<file path="config.mk">
export PLATFORM = sky130hd
export DESIGN_NAME = twsc_core
export DESIGN_NICKNAME = d
export VERILOG_FILES = /design/src/common/twsc_pkg.sv /design/src/verilog/twsc_core.sv
export SDC_FILE = /design/constraint.sdc
export NUM_CORES = 1
export LEC_CHECK = 0
export BUFFER_PORTS_ARGS = -buffer_cell sky130_fd_sc_hd__buf_2
export CAP_MARGIN = 20
export CORE_ASPECT_RATIO = 1.5
export CORE_MARGIN = 2
export CORE_UTILIZATION = 54
export DETAILED_ROUTE_END_ITERATION = 10
export PLACE_DENSITY = 0.88
export SLEW_MARGIN = 5
export SYNTH_ARGS = -nofsm -noshare
export SYNTH_HDL_FRONTEND = slang
export SYNTH_HIERARCHICAL = 1
export SYNTH_SLANG_ARGS = --single-unit
</file>
<file path="constraint.sdc">
create_clock -name i_clock -period 4.1 [get_ports i_clock]
set_clock_uncertainty 0.15 [all_clocks]
set_input_delay 1.025 -clock i_clock [delete_from_list [all_inputs] [get_ports i_clock]]
set_output_delay 1.025 -clock i_clock [all_outputs]
set_load 0.01 [all_outputs]
</file>
<file path="src/common/twsc_pkg.sv">
// Package: constants and types of the two-wire serial core
// Contract
// - Master SCL period is sixteen plus twice divisor times prescale clocks.
// - Slave timing ignores divisor and prescale; clock must be 16x SCL.
// - Master clock waits while a slave stretches SCL low.
// - An 8-bit shift register holds the next or last address/data byte.
// - Hidden acknowledge bit: control sets it on receive, status shows it on send.
// - START, REPEATED START and STOP are generated and detected, even asleep.
// - A transmitting master watches for arbitration loss and reports it.
// - Received address bytes are compared with the seven-bit own address.
// - With general call enabled, the general call address also counts as addressed.
// - General call address is all zeros; never an ordinary slave address.
// - Address acknowledge depends on the acknowledge-enable control bit.
// - Address comparison keeps running while the CPU sleeps.
// - Another wake source aborts the operation back to idle.
// - Events set the flag; status code loads one clock later.
// - Status reads the no-information code whenever the flag is clear.
// - SCL is held low while the flag is set.
// - Flag sets after start, address, lost arbitration, addressed, data, slave stop.
// - Flag sets on a bus error from a misplaced START or STOP.
// - Interrupt request needs flag, event enable and global enable.
// - Writing one clears the flag; the requested operation then starts at once. The core refuses the clear while the receive FIFO is full.
// - After an address or data byte, status shows the acknowledge received, or the one sent when receiving data.
// - No flag is set after a software requested STOP completes.
package twsc_pkg;
	// Half of the fixed sixteen clock part of a bit period
	localparam logic [14:0] HALF_BASE = 15'h0008;
	// Status codes
	localparam logic [7:0] ST_BUS_ERR = 8'h00;
	localparam logic [7:0] ST_START = 8'h08;
	localparam logic [7:0] ST_RSTART = 8'h10;
	localparam logic [7:0] ST_MT_SLA_ACK = 8'h18;
	localparam logic [7:0] ST_MT_SLA_NACK = 8'h20;
	localparam logic [7:0] ST_MT_DAT_ACK = 8'h28;
	localparam logic [7:0] ST_MT_DAT_NACK = 8'h30;
	localparam logic [7:0] ST_ARB_LOST = 8'h38;
	localparam logic [7:0] ST_MR_SLA_ACK = 8'h40;
	localparam logic [7:0] ST_MR_SLA_NACK = 8'h48;
	localparam logic [7:0] ST_MR_DAT_ACK = 8'h50;
	localparam logic [7:0] ST_MR_DAT_NACK = 8'h58;
	localparam logic [7:0] ST_SR_SLA_ACK = 8'h60;
	localparam logic [7:0] ST_SR_GC_ACK = 8'h70;
	localparam logic [7:0] ST_SR_DAT_ACK = 8'h80;
	localparam logic [7:0] ST_SR_DAT_NACK = 8'h88;
	localparam logic [7:0] ST_SR_STOP = 8'hA0;
	localparam logic [7:0] ST_ST_SLA_ACK = 8'hA8;
	localparam logic [7:0] ST_ST_DAT_ACK = 8'hB8;
	localparam logic [7:0] ST_ST_DAT_NACK = 8'hC0;
	localparam logic [7:0] ST_NO_INFO = 8'hF8;
	// Reset values and fixed sizes
	localparam logic [7:0] SHIFT_RST = 8'hFF;
	localparam logic [6:0] GC_ADDR = 7'h00;
	localparam logic [3:0] ACK_BIT = 4'h8;
	localparam int FIFO_W = 8;
	localparam int FIFO_D = 8;
	// Engine states, Gray along idle-start-start2-hold-byte-stop-stop2
	typedef enum logic [2:0] {
		S_IDLE = 3'h0,
		S_START = 3'h1,
		S_START2 = 3'h3,
		S_HOLD = 3'h2,
		S_BYTE = 3'h6,
		S_STOP = 3'h7,
		S_STOP2 = 3'h5
	} twsc_state_t;
	// Bus role of the core
	typedef enum logic [2:0] {
		R_NONE = 3'h0,
		R_LISTEN = 3'h1,
		R_MT = 3'h3,
		R_MR = 3'h2,
		R_ST = 3'h6,
		R_SR = 3'h7
	} twsc_role_t;
	// Operation request sampled when the flag is cleared
	typedef struct packed {
		logic start;
		logic stop;
		logic ack_en;
	} twsc_cmd_t;
endpackage

</file>
<file path="src/verilog/twsc_core.sv">
// Two-wire serial core with its receive FIFO
`timescale 1ns/100ps
module twsc_fifo #(
	parameter int W = twsc_pkg::FIFO_W, // Word width
	parameter int D = twsc_pkg::FIFO_D // Depth, power of two
) (
	input logic i_clock, // Clock
	input logic i_rst_n, // Sync reset, low
	input logic i_valid, // Word offered
	input logic [W-1:0] i_data, // Word in
	output logic o_ready, // Room left
	output logic o_valid, // Word waiting
	output logic [W-1:0] o_data, // Head word
	input logic i_ready // Reader takes
);
	localparam int AW = $clog2(D);
	logic [W-1:0] mem [D];
	logic [AW:0] wp_ff;
	logic [AW:0] rp_ff;
	logic wr;
	logic rd;

	// Full when pointers differ only in the wrap bit
	assign o_valid = wp_ff != rp_ff;
	assign o_ready = !((wp_ff[AW] != rp_ff[AW]) &&
		(wp_ff[AW-1:0] == rp_ff[AW-1:0]));
	assign o_data = mem[rp_ff[AW-1:0]];
	assign wr = i_valid & o_ready;
	assign rd = o_valid & i_ready;

	// Pointers
	always_ff @(posedge i_clock) begin
		if (!i_rst_n) begin
			wp_ff <= '0;
			rp_ff <= '0;
		end else begin
			wp_ff <= wp_ff + {{AW{1'b0}}, wr};
			rp_ff <= rp_ff + {{AW{1'b0}}, rd};
		end
	end

	// Storage
	always_ff @(posedge i_clock) begin
		if (wr) begin
			mem[wp_ff[AW-1:0]] <= i_data;
		end
	end
endmodule

module twsc_core (
	input logic i_clock, // 100 MHz clock
	input logic i_rst_n, // Sync reset, low
	input logic i_enable, // Core enable
	input twsc_pkg::twsc_cmd_t i_cmd, // Start, stop, ack enable
	input logic i_flag_clr, // Write one to event flag
	input logic i_irq_en, // Event interrupt enable
	input logic i_gie, // Global interrupt enable
	input logic [7:0] i_bitrate, // Bit rate divisor
	input logic [1:0] i_prescale, // Prescaler select
	input logic [6:0] i_own_addr, // Own slave address
	input logic i_gc_en, // General call enable
	input logic i_wake_abort, // Other wake source fired
	input logic i_data_we, // Load data shift reg
	input logic [7:0] i_data, // Byte to send
	output logic [7:0] o_data, // Data shift reg
	output logic [7:0] o_status, // Status code
	output logic o_event_flag, // Event flag
	output logic o_irq, // Interrupt request
	output logic o_rx_valid, // Received byte ready
	output logic [7:0] o_rx_data, // Received byte
	input logic i_rx_ready, // Reader takes byte
	input logic i_scl, // SCL level
	output logic o_scl_out, // SCL out value
	output logic o_scl_oe, // SCL pulled low
	input logic i_sda, // SDA level
	output logic o_sda_out, // SDA out value
	output logic o_sda_oe // SDA pulled low
);
	twsc_pkg::twsc_state_t state_ff;
	twsc_pkg::twsc_role_t role_ff;
	twsc_pkg::twsc_role_t end_role;
	logic [3:0] bit_ff;
	logic [14:0] cnt_ff;
	logic [14:0] half;
	logic [7:0] shift_ff;
	logic [7:0] code_ff;
	logic [7:0] status_ff;
	logic [7:0] end_code;
	logic [7:0] rxd_ff;
	logic hi_ff, scl_oe_ff, sda_oe_ff, scl_q, sda_q;
	logic busy_ff, lost_ff, is_addr_ff, rs_ff;
	logic ack_en_ff, ack_rx_ff, ev_ff, flag_ff, push_ff;
	logic master, tx, addr_hit, gc_hit, go, clr_ok;
	logic fifo_rdy, rise, fall, start_det, stop_det;
	logic cnt_end, end_push;

	// Half bit period: base plus divisor scaled by 1, 4, 16, 64
	function automatic logic [14:0] half_cnt(
		input logic [7:0] b,
		input logic [1:0] p
	);
		logic [14:0] m;
		m = {7'h00, b} << {p, 1'b0};
		half_cnt = twsc_pkg::HALF_BASE + m;
	endfunction

	// Bus edges and conditions
	assign rise = i_scl & ~scl_q;
	assign fall = ~i_scl & scl_q;
	assign start_det = scl_q & i_scl & sda_q & ~i_sda;
	assign stop_det = scl_q & i_scl & ~sda_q & i_sda;
	assign half = half_cnt(i_bitrate, i_prescale);
	assign cnt_end = cnt_ff == half - 15'h0001;
	assign master = role_ff == twsc_pkg::R_MT ||
		role_ff == twsc_pkg::R_MR;
	assign tx = role_ff == twsc_pkg::R_MT ||
		role_ff == twsc_pkg::R_ST;
	// Own address never matches the general call value
	assign addr_hit = shift_ff[7:1] == i_own_addr &&
		i_own_addr != twsc_pkg::GC_ADDR;
	assign gc_hit = i_gc_en && !shift_ff[0] &&
		shift_ff[7:1] == twsc_pkg::GC_ADDR;
	// A full FIFO refuses the flag clear and stalls the bus
	assign clr_ok = i_flag_clr && fifo_rdy;
	assign go = clr_ok && i_enable;

	// Pin drivers: open drain, value always low
	assign o_scl_out = 1'b0;
	assign o_sda_out = 1'b0;
	assign o_scl_oe = scl_oe_ff;
	assign o_sda_oe = sda_oe_ff;
	assign o_data = shift_ff;
	assign o_status = status_ff;
	assign o_event_flag = flag_ff;
	assign o_irq = flag_ff & i_irq_en & i_gie;

	// Previous pin samples
	always_ff @(posedge i_clock) begin
		if (!i_rst_n) begin
			scl_q <= 1'b1;
			sda_q <= 1'b1;
		end else begin
			scl_q <= i_scl;
			sda_q <= i_sda;
		end
	end

	// Bus busy between START and STOP
	always_ff @(posedge i_clock) begin
		if (!i_rst_n) begin
			busy_ff <= 1'b0;
		end else if (start_det) begin
			busy_ff <= 1'b1;
		end else if (stop_det) begin
			busy_ff <= 1'b0;
		end
	end

	// Event flag and status; set wins over clear
	always_ff @(posedge i_clock) begin
		if (!i_rst_n || !i_enable || i_wake_abort) begin
			flag_ff <= 1'b0;
			status_ff <= twsc_pkg::ST_NO_INFO;
		end else begin
			if (ev_ff) begin
				flag_ff <= 1'b1;
			end else if (clr_ok) begin
				flag_ff <= 1'b0;
			end
			if (flag_ff && !clr_ok) begin
				status_ff <= code_ff;
			end else begin
				status_ff <= twsc_pkg::ST_NO_INFO;
			end
		end
	end

	// Outcome of a finished byte
	always_comb begin
		end_code = twsc_pkg::ST_NO_INFO;
		end_role = role_ff;
		end_push = 1'b0;
		if (lost_ff) begin
			end_code = twsc_pkg::ST_ARB_LOST;
			end_role = twsc_pkg::R_NONE;
		end else begin
			case (role_ff)
				twsc_pkg::R_MT: begin
					if (!is_addr_ff) begin
						end_code = ack_rx_ff ? twsc_pkg::ST_MT_DAT_ACK :
							twsc_pkg::ST_MT_DAT_NACK;
					end else if (shift_ff[0]) begin
						end_role = twsc_pkg::R_MR;
						end_code = ack_rx_ff ? twsc_pkg::ST_MR_SLA_ACK :
							twsc_pkg::ST_MR_SLA_NACK;
					end else begin
						end_code = ack_rx_ff ? twsc_pkg::ST_MT_SLA_ACK :
							twsc_pkg::ST_MT_SLA_NACK;
					end
				end
				twsc_pkg::R_MR: begin
					end_push = 1'b1;
					end_code = ack_en_ff ? twsc_pkg::ST_MR_DAT_ACK :
						twsc_pkg::ST_MR_DAT_NACK;
				end
				twsc_pkg::R_SR: begin
					end_push = 1'b1;
					end_code = ack_en_ff ? twsc_pkg::ST_SR_DAT_ACK :
						twsc_pkg::ST_SR_DAT_NACK;
				end
				twsc_pkg::R_ST: begin
					end_code = ack_rx_ff ? twsc_pkg::ST_ST_DAT_ACK :
						twsc_pkg::ST_ST_DAT_NACK;
				end
				twsc_pkg::R_LISTEN: begin
					if (sda_oe_ff) begin
						end_role = shift_ff[0] ? twsc_pkg::R_ST :
							twsc_pkg::R_SR;
						if (shift_ff[0]) begin
							end_code = twsc_pkg::ST_ST_SLA_ACK;
						end else if (gc_hit) begin
							end_code = twsc_pkg::ST_SR_GC_ACK;
						end else begin
							end_code = twsc_pkg::ST_SR_SLA_ACK;
						end
					end else begin
						end_role = twsc_pkg::R_NONE;
					end
				end
				default: begin
					end_role = twsc_pkg::R_NONE;
				end
			endcase
		end
	end

	// Bus engine: clock generation, shifting, conditions
	always_ff @(posedge i_clock) begin
		ev_ff <= 1'b0;
		push_ff <= 1'b0;
		if (!i_rst_n || !i_enable || i_wake_abort) begin
			state_ff <= twsc_pkg::S_IDLE;
			role_ff <= twsc_pkg::R_NONE;
			bit_ff <= 4'h0;
			cnt_ff <= 15'h0000;
			hi_ff <= 1'b0;
			scl_oe_ff <= 1'b0;
			sda_oe_ff <= 1'b0;
			lost_ff <= 1'b0;
			is_addr_ff <= 1'b0;
			rs_ff <= 1'b0;
			ack_en_ff <= 1'b0;
			ack_rx_ff <= 1'b0;
			code_ff <= twsc_pkg::ST_NO_INFO;
			rxd_ff <= 8'h00;
			if (!i_rst_n) begin
				shift_ff <= twsc_pkg::SHIFT_RST;
			end
		end else begin
			if (i_data_we && (state_ff == twsc_pkg::S_HOLD ||
				state_ff == twsc_pkg::S_IDLE)) begin
				shift_ff <= i_data;
			end
			case (state_ff)
				twsc_pkg::S_IDLE: begin
					scl_oe_ff <= 1'b0;
					if (go && i_cmd.start) begin
						state_ff <= twsc_pkg::S_START;
						cnt_ff <= 15'h0000;
						rs_ff <= 1'b0;
					end else if (start_det) begin
						// Address watch runs regardless of CPU sleep
						state_ff <= twsc_pkg::S_BYTE;
						role_ff <= twsc_pkg::R_LISTEN;
						bit_ff <= 4'h0;
					end
				end
				twsc_pkg::S_START: begin
					sda_oe_ff <= 1'b0;
					scl_oe_ff <= 1'b0;
					if (i_scl && i_sda && (!busy_ff || rs_ff)) begin
						if (cnt_end) begin
							sda_oe_ff <= 1'b1;
							cnt_ff <= 15'h0000;
							state_ff <= twsc_pkg::S_START2;
						end else begin
							cnt_ff <= cnt_ff + 15'h0001;
						end
					end else begin
						cnt_ff <= 15'h0000;
					end
				end
				twsc_pkg::S_START2: begin
					if (cnt_end) begin
						scl_oe_ff <= 1'b1;
						role_ff <= twsc_pkg::R_MT;
						is_addr_ff <= 1'b1;
						lost_ff <= 1'b0;
						code_ff <= rs_ff ? twsc_pkg::ST_RSTART :
							twsc_pkg::ST_START;
						ev_ff <= 1'b1;
						state_ff <= twsc_pkg::S_HOLD;
					end else begin
						cnt_ff <= cnt_ff + 15'h0001;
					end
				end
				twsc_pkg::S_HOLD: begin
					scl_oe_ff <= 1'b1;
					if (flag_ff && go) begin
						ack_en_ff <= i_cmd.ack_en;
						cnt_ff <= 15'h0000;
						hi_ff <= 1'b0;
						bit_ff <= 4'h0;
						if (i_cmd.stop && master) begin
							state_ff <= twsc_pkg::S_STOP;
						end else if (i_cmd.start) begin
							state_ff <= twsc_pkg::S_START;
							rs_ff <= master;
						end else if (role_ff != twsc_pkg::R_NONE) begin
							state_ff <= twsc_pkg::S_BYTE;
							sda_oe_ff <= tx & ~shift_ff[7];
							scl_oe_ff <= master;
						end else begin
							state_ff <= twsc_pkg::S_IDLE;
							scl_oe_ff <= 1'b0;
						end
					end
				end
				twsc_pkg::S_BYTE: begin
					// Master clock; low phase counts, high waits for SCL
					if (master) begin
						if (!hi_ff) begin
							if (cnt_end) begin
								scl_oe_ff <= 1'b0;
								hi_ff <= 1'b1;
								cnt_ff <= 15'h0000;
							end else begin
								cnt_ff <= cnt_ff + 15'h0001;
							end
						end else if (i_scl) begin
							if (cnt_end) begin
								scl_oe_ff <= 1'b1;
								hi_ff <= 1'b0;
								cnt_ff <= 15'h0000;
							end else begin
								cnt_ff <= cnt_ff + 15'h0001;
							end
						end else begin
							cnt_ff <= 15'h0000;
						end
					end
					// Slave side follows bus edges only
					if (start_det || stop_det) begin
						if (bit_ff == 4'h0 && (role_ff == twsc_pkg::R_SR ||
							role_ff == twsc_pkg::R_ST)) begin
							code_ff <= twsc_pkg::ST_SR_STOP;
							role_ff <= start_det ? twsc_pkg::R_LISTEN :
								twsc_pkg::R_NONE;
							sda_oe_ff <= 1'b0;
							scl_oe_ff <= 1'b1;
							ev_ff <= 1'b1;
							state_ff <= twsc_pkg::S_HOLD;
						end else if (role_ff == twsc_pkg::R_LISTEN &&
							bit_ff == 4'h0) begin
							if (stop_det) begin
								state_ff <= twsc_pkg::S_IDLE;
								role_ff <= twsc_pkg::R_NONE;
							end
						end else begin
							code_ff <= twsc_pkg::ST_BUS_ERR;
							role_ff <= twsc_pkg::R_NONE;
							sda_oe_ff <= 1'b0;
							scl_oe_ff <= 1'b1;
							ev_ff <= 1'b1;
							state_ff <= twsc_pkg::S_HOLD;
						end
					end else if (rise) begin
						if (bit_ff == twsc_pkg::ACK_BIT) begin
							ack_rx_ff <= ~i_sda;
						end else begin
							shift_ff <= {shift_ff[6:0], i_sda};
							if (master && tx && !sda_oe_ff && !i_sda) begin
								lost_ff <= 1'b1;
								sda_oe_ff <= 1'b0;
							end
						end
					end else if (fall) begin
						if (bit_ff == twsc_pkg::ACK_BIT) begin
							bit_ff <= 4'h0;
							is_addr_ff <= 1'b0;
							// Loss is reported once, then forgotten
							lost_ff <= 1'b0;
							sda_oe_ff <= 1'b0;
							hi_ff <= 1'b0;
							cnt_ff <= 15'h0000;
							role_ff <= end_role;
							push_ff <= end_push;
							rxd_ff <= shift_ff;
							if (end_code == twsc_pkg::ST_NO_INFO) begin
								state_ff <= twsc_pkg::S_IDLE;
								scl_oe_ff <= 1'b0;
							end else begin
								code_ff <= end_code;
								ev_ff <= 1'b1;
								scl_oe_ff <= 1'b1;
								state_ff <= twsc_pkg::S_HOLD;
							end
						end else begin
							bit_ff <= bit_ff + 4'h1;
							if (bit_ff == 4'h7) begin
								// Drive acknowledge when receiving
								sda_oe_ff <= ((role_ff == twsc_pkg::R_MR ||
									role_ff == twsc_pkg::R_SR) && ack_en_ff) ||
									(role_ff == twsc_pkg::R_LISTEN &&
									i_cmd.ack_en && (addr_hit || gc_hit));
							end else begin
								sda_oe_ff <= tx & ~lost_ff & ~shift_ff[7];
							end
						end
					end
				end
				twsc_pkg::S_STOP: begin
					sda_oe_ff <= 1'b1;
					scl_oe_ff <= 1'b1;
					if (cnt_end) begin
						scl_oe_ff <= 1'b0;
						cnt_ff <= 15'h0000;
						state_ff <= twsc_pkg::S_STOP2;
					end else begin
						cnt_ff <= cnt_ff + 15'h0001;
					end
				end
				twsc_pkg::S_STOP2: begin
					if (!i_scl) begin
						cnt_ff <= 15'h0000;
					end else if (cnt_end) begin
						sda_oe_ff <= 1'b0;
						role_ff <= twsc_pkg::R_NONE;
						state_ff <= twsc_pkg::S_IDLE;
					end else begin
						cnt_ff <= cnt_ff + 15'h0001;
					end
				end
				default: begin
					state_ff <= twsc_pkg::S_IDLE;
				end
			endcase
		end
	end

	// Received bytes pass through the FIFO
	twsc_fifo #(
		.W(twsc_pkg::FIFO_W),
		.D(twsc_pkg::FIFO_D)
	) u_rx_fifo (
		.i_clock(i_clock),
		.i_rst_n(i_rst_n),
		.i_valid(push_ff),
		.i_data(rxd_ff),
		.o_ready(fifo_rdy),
		.o_valid(o_rx_valid),
		.o_data(o_rx_data),
		.i_ready(i_rx_ready)
	);

	// Checks
	property p_status_idle;
		@(posedge i_clock) disable iff (!i_rst_n)
		!o_event_flag |-> o_status == twsc_pkg::ST_NO_INFO;
	endproperty
	a_status_idle: assert property (p_status_idle)
		else $error("status not idle code while flag clear");

	property p_status_load;
		@(posedge i_clock) disable iff (!i_rst_n)
		($rose(o_event_flag) && !i_flag_clr)
			|=> o_status == $past(code_ff);
	endproperty
	a_status_load: assert property (p_status_load)
		else $error("status not loaded one cycle after flag");

	property p_scl_hold;
		@(posedge i_clock) disable iff (!i_rst_n)
		o_event_flag |-> o_scl_oe;
	endproperty
	a_scl_hold: assert property (p_scl_hold)
		else $error("SCL released while flag set");

	property p_irq;
		@(posedge i_clock) disable iff (!i_rst_n)
		($rose(o_event_flag) && i_irq_en && i_gie) |-> o_irq;
	endproperty
	a_irq: assert property (p_irq)
		else $error("interrupt missing on enabled event");

	property p_no_op;
		@(posedge i_clock) disable iff (!i_rst_n)
		o_event_flag |-> state_ff == twsc_pkg::S_HOLD;
	endproperty
	a_no_op: assert property (p_no_op)
		else $error("bus operation while flag set");

	property p_go;
		@(posedge i_clock) disable iff (!i_rst_n)
		(o_event_flag && go && !i_wake_abort)
			|=> !o_event_flag && state_ff != twsc_pkg::S_HOLD;
	endproperty
	a_go: assert property (p_go)
		else $error("operation not started after clear");

	property p_stop_quiet;
		@(posedge i_clock) disable iff (!i_rst_n)
		(state_ff == twsc_pkg::S_STOP2 ##1 state_ff == twsc_pkg::S_IDLE)
			|-> !ev_ff ##1 !o_event_flag;
	endproperty
	a_stop_quiet: assert property (p_stop_quiet)
		else $error("flag set after stop");

	property p_reset;
		@(posedge i_clock) disable iff (!i_rst_n)
		$rose(i_rst_n) |-> !o_event_flag && !o_scl_oe && !o_sda_oe &&
			o_status == twsc_pkg::ST_NO_INFO;
	endproperty
	a_reset: assert property (p_reset)
		else $error("not idle after reset");

	property p_low_phase;
		@(posedge i_clock) disable iff (!i_rst_n)
		(state_ff == twsc_pkg::S_BYTE && master && $rose(o_scl_oe) &&
			!i_wake_abort) |-> o_scl_oe [*8];
	endproperty
	a_low_phase: assert property (p_low_phase)
		else $error("master SCL low phase too short");

	property p_arb;
		@(posedge i_clock) disable iff (!i_rst_n)
		(lost_ff && state_ff == twsc_pkg::S_BYTE) |-> !o_sda_oe;
	endproperty
	a_arb: assert property (p_arb)
		else $error("SDA driven after arbitration loss");
endmodule

</file>
==> run summary <==
Tot GR Track Use: 29.55%
nets@finish: 956
EDFF count, synth: 72
Worst Path Max Fanout: 5
H-tree level count: 4
dpl hpwl: 16.00 mm
Yosys top cell by area: edfxtp_1
CTS Buf Count: 17
hold crit path type: reg -> reg
most common cell in the netlist: nand2_1
port bufs: 65
share of cells above drive strength 1: 18.84%
Slew headroom: 43.57%
LEAKAGE: 3.070 nW
post-synthesis mux area share: 10.10%
worst vdd ir: 219.2 µV
Final ANT Viol Nets: 0
top_reg_cell synth: edfxtp_1
via/cell ratio: 6.297
cells taking the most area after synthesis: edfxtp_1, dfxtp_1, mux4_1, nand2_1, a21oi_1
Yosys reg bits: 137
Fmax: 259.0 MHz
Post-synth ARST share: 0%
CTS resizes: 0
CTS max path bufs: 2
postcts setup bufs: 0
Critical Path RT: 4.32 ns
Synth Area in Simple Gates: 21.00%
drt wl/cell: 20.49 µm
Cell Rows: 54
final wirelength: 22.72 mm
total power: 3.235 mW
Mapped Cells: 813
placed cell areas: 0.008600 mm²
total placed cells including tap cells: 1077
routed via count: 6983
Final Hold Vio Count: 0
RSZ-0062 raised after global routing: false
worst-margin pin slew: 0.8387 ns
initial antenna violation count: 0
Critical Path Sink Type: flip-flop
Ys Warns: 6
core box area: 0.01446 mm²
1st-iter DRT viols: 574
Yosys top cell area share: 27.37%
drt pass-1 iters: 5
Place WS: -0.1907 ns
fin area: 0.009200 mm²
# setup viols final: 0
Netlist cell types: 80
min cycle time layout: 3.861 ns
clk_lat worst skew: 0.43 ns
largest net degree at the start of global routing: 25
post-synthesis adder-cell area fraction: 2.756%
Final Util: 63.63%
P&R area growth vs syn: 16.46%
crit path DAT: 4.08 ns
xor and xnor fraction of the mapped netlist area: 2.993%
GP Congestion: 0.9919
Die ar.: 0.01563 mm²
Post-Syn Area: 0.007900 mm²
post-synthesis compound-gate area fraction: 14.92%
largest family of logic cells by synthesized area: simple AND/OR/NAND/NOR gates
clock sinks: 137
CTS tree: yes
Max Slew Vio Count: 0
Horiz. Die Dim: 102.8 µm
Die Y: 152.1 µm
antenna cells: 0
CTS Hold Bufs: 0
post-route non-filler standard cell count: 1109
first-pass GRT wire length: 35.18 mm
average size of a mapped cell: 9.717 µm²
status: completed
startpoint types: input port
vias in the first global route: 6754
Initial Util: 54.64%
kind of critical path: in -> reg
Root Buffer: clkbuf_16
Max Cap Violations: 0
sequential-to-total area share from yosys stat: 43.84%
setup ws final: 0.2391 ns
PD cells: 351.7 mW/mm²
io pins: 71
DR DRC count: 0
clk slew on worst S/H paths: 0.07 ns
top cells by instance count after synthesis: nand2_1, edfxtp_1, nor2_1
total gr overflow: 0
Tcrit/Tclk final: 94.17%
[kinds of logic after synthesis]
logic type,Yosys count
compound gates,179
xor+xnor,27
fa+ha+maj,17
buf+inv,73
flops,137
mux,52
other cells,1
simple gates,327
[worst paths after layout]
check | to | slack, ns | depth (start not counted) | from
worst min register to register | o_status[7]$_SDFF_PP1_ | 0.29 | 1 | code_ff[7]$_SDFFE_PP1P_
worst max-delay path | cnt_ff[7]$_SDFFE_PP0P_ | 0.24 | 13 | i_prescale[0]
worst min-delay path | o_status[7]$_SDFF_PP1_ | 0.29 | 1 | code_ff[7]$_SDFFE_PP1P_
worst max register to register | cnt_ff[9]$_SDFFE_PP0P_ | 0.61 | 11 | u_rx_fifo/wp_ff[0]$_SDFF_PN0_
[registers in the layout (all words and copies together) (netlist names), 3 cells and up]
signal,count
bit_ff,4
cnt_ff,15
code_ff,5
o_data,8
o_status,5
role_ff,3
rxd_ff,8
state_ff,3
u_rx_fifo/mem,64
u_rx_fifo/rp_ff,4
u_rx_fifo/wp_ff,4
[routing by layer]
metal / vias to the layer above / global-route usage [%] / part of all wire (%)
met5: - / 0 / 0
met4: 0 / 20.11 / 7.8
met3: 141 / 6.009 / 6.7
met2: 374 / 50.89 / 51
met1: 3257 / 31.53 / 35
li1: 3211 / - / -
[critical path, stage by stage]
cell and delay [ns]:
buf_2 0.10, or3b_4 0.42, ha_4 0.19, a211oi_4 0.26, buf_4 0.16, nand4_1 0.15
or3_1 0.37, o2111ai_1 0.12, buf_4 0.17, a2111oi_4 0.06, nor4b_1 0.66, o21ai_0 0.20
a21oi_1 0.18
[stage by stage]
step / hold slack (ns) / TNS [ns]
after floorplan: 0.2630 / -0.1536
after global placement: 0.2718 / -0.8249
after detailed placement: 0.2865 / -2.586
after CTS: 0.2998 / 0
after global routing: 0.3095 / 0
final: 0.2906 / 0
[placed cells by master, fill, tap and decap left out, drive strengths merged, types with 11 or more instances in the layout]
cell type    n
inv         36
nor3        21
a21oi       55
ha          15
edfxtp      72
a31oi       11
mux2        14
and2        16
mux4        16
clkbuf      17
and3        12
nand3       34
nand2       87
nand4       13
mux2i       22
nor2        70
buf        108
dfxtp       65
o21ai       41
xnor2       19
[layout make-up]
class                           count  area (µm²)
Clock buffer                       17       425.4
Clock inverter                     15       175.2
Fill cell                        1131        5259
Inverter                           29       108.9
Multi-Input combinational cell    607        4134
Sequential cell                   137        3463
Tap cell                          196       245.2
Timing Repair Buffer              108       648.1
[power breakdown]
part	internal [mW]	switching [mW]
Sequential	1.43	0.00767
Clock	0.869	0.686
Combinational	0.0952	0.142
Total	2.40	0.836
Power figures use the tool's default switching activity.
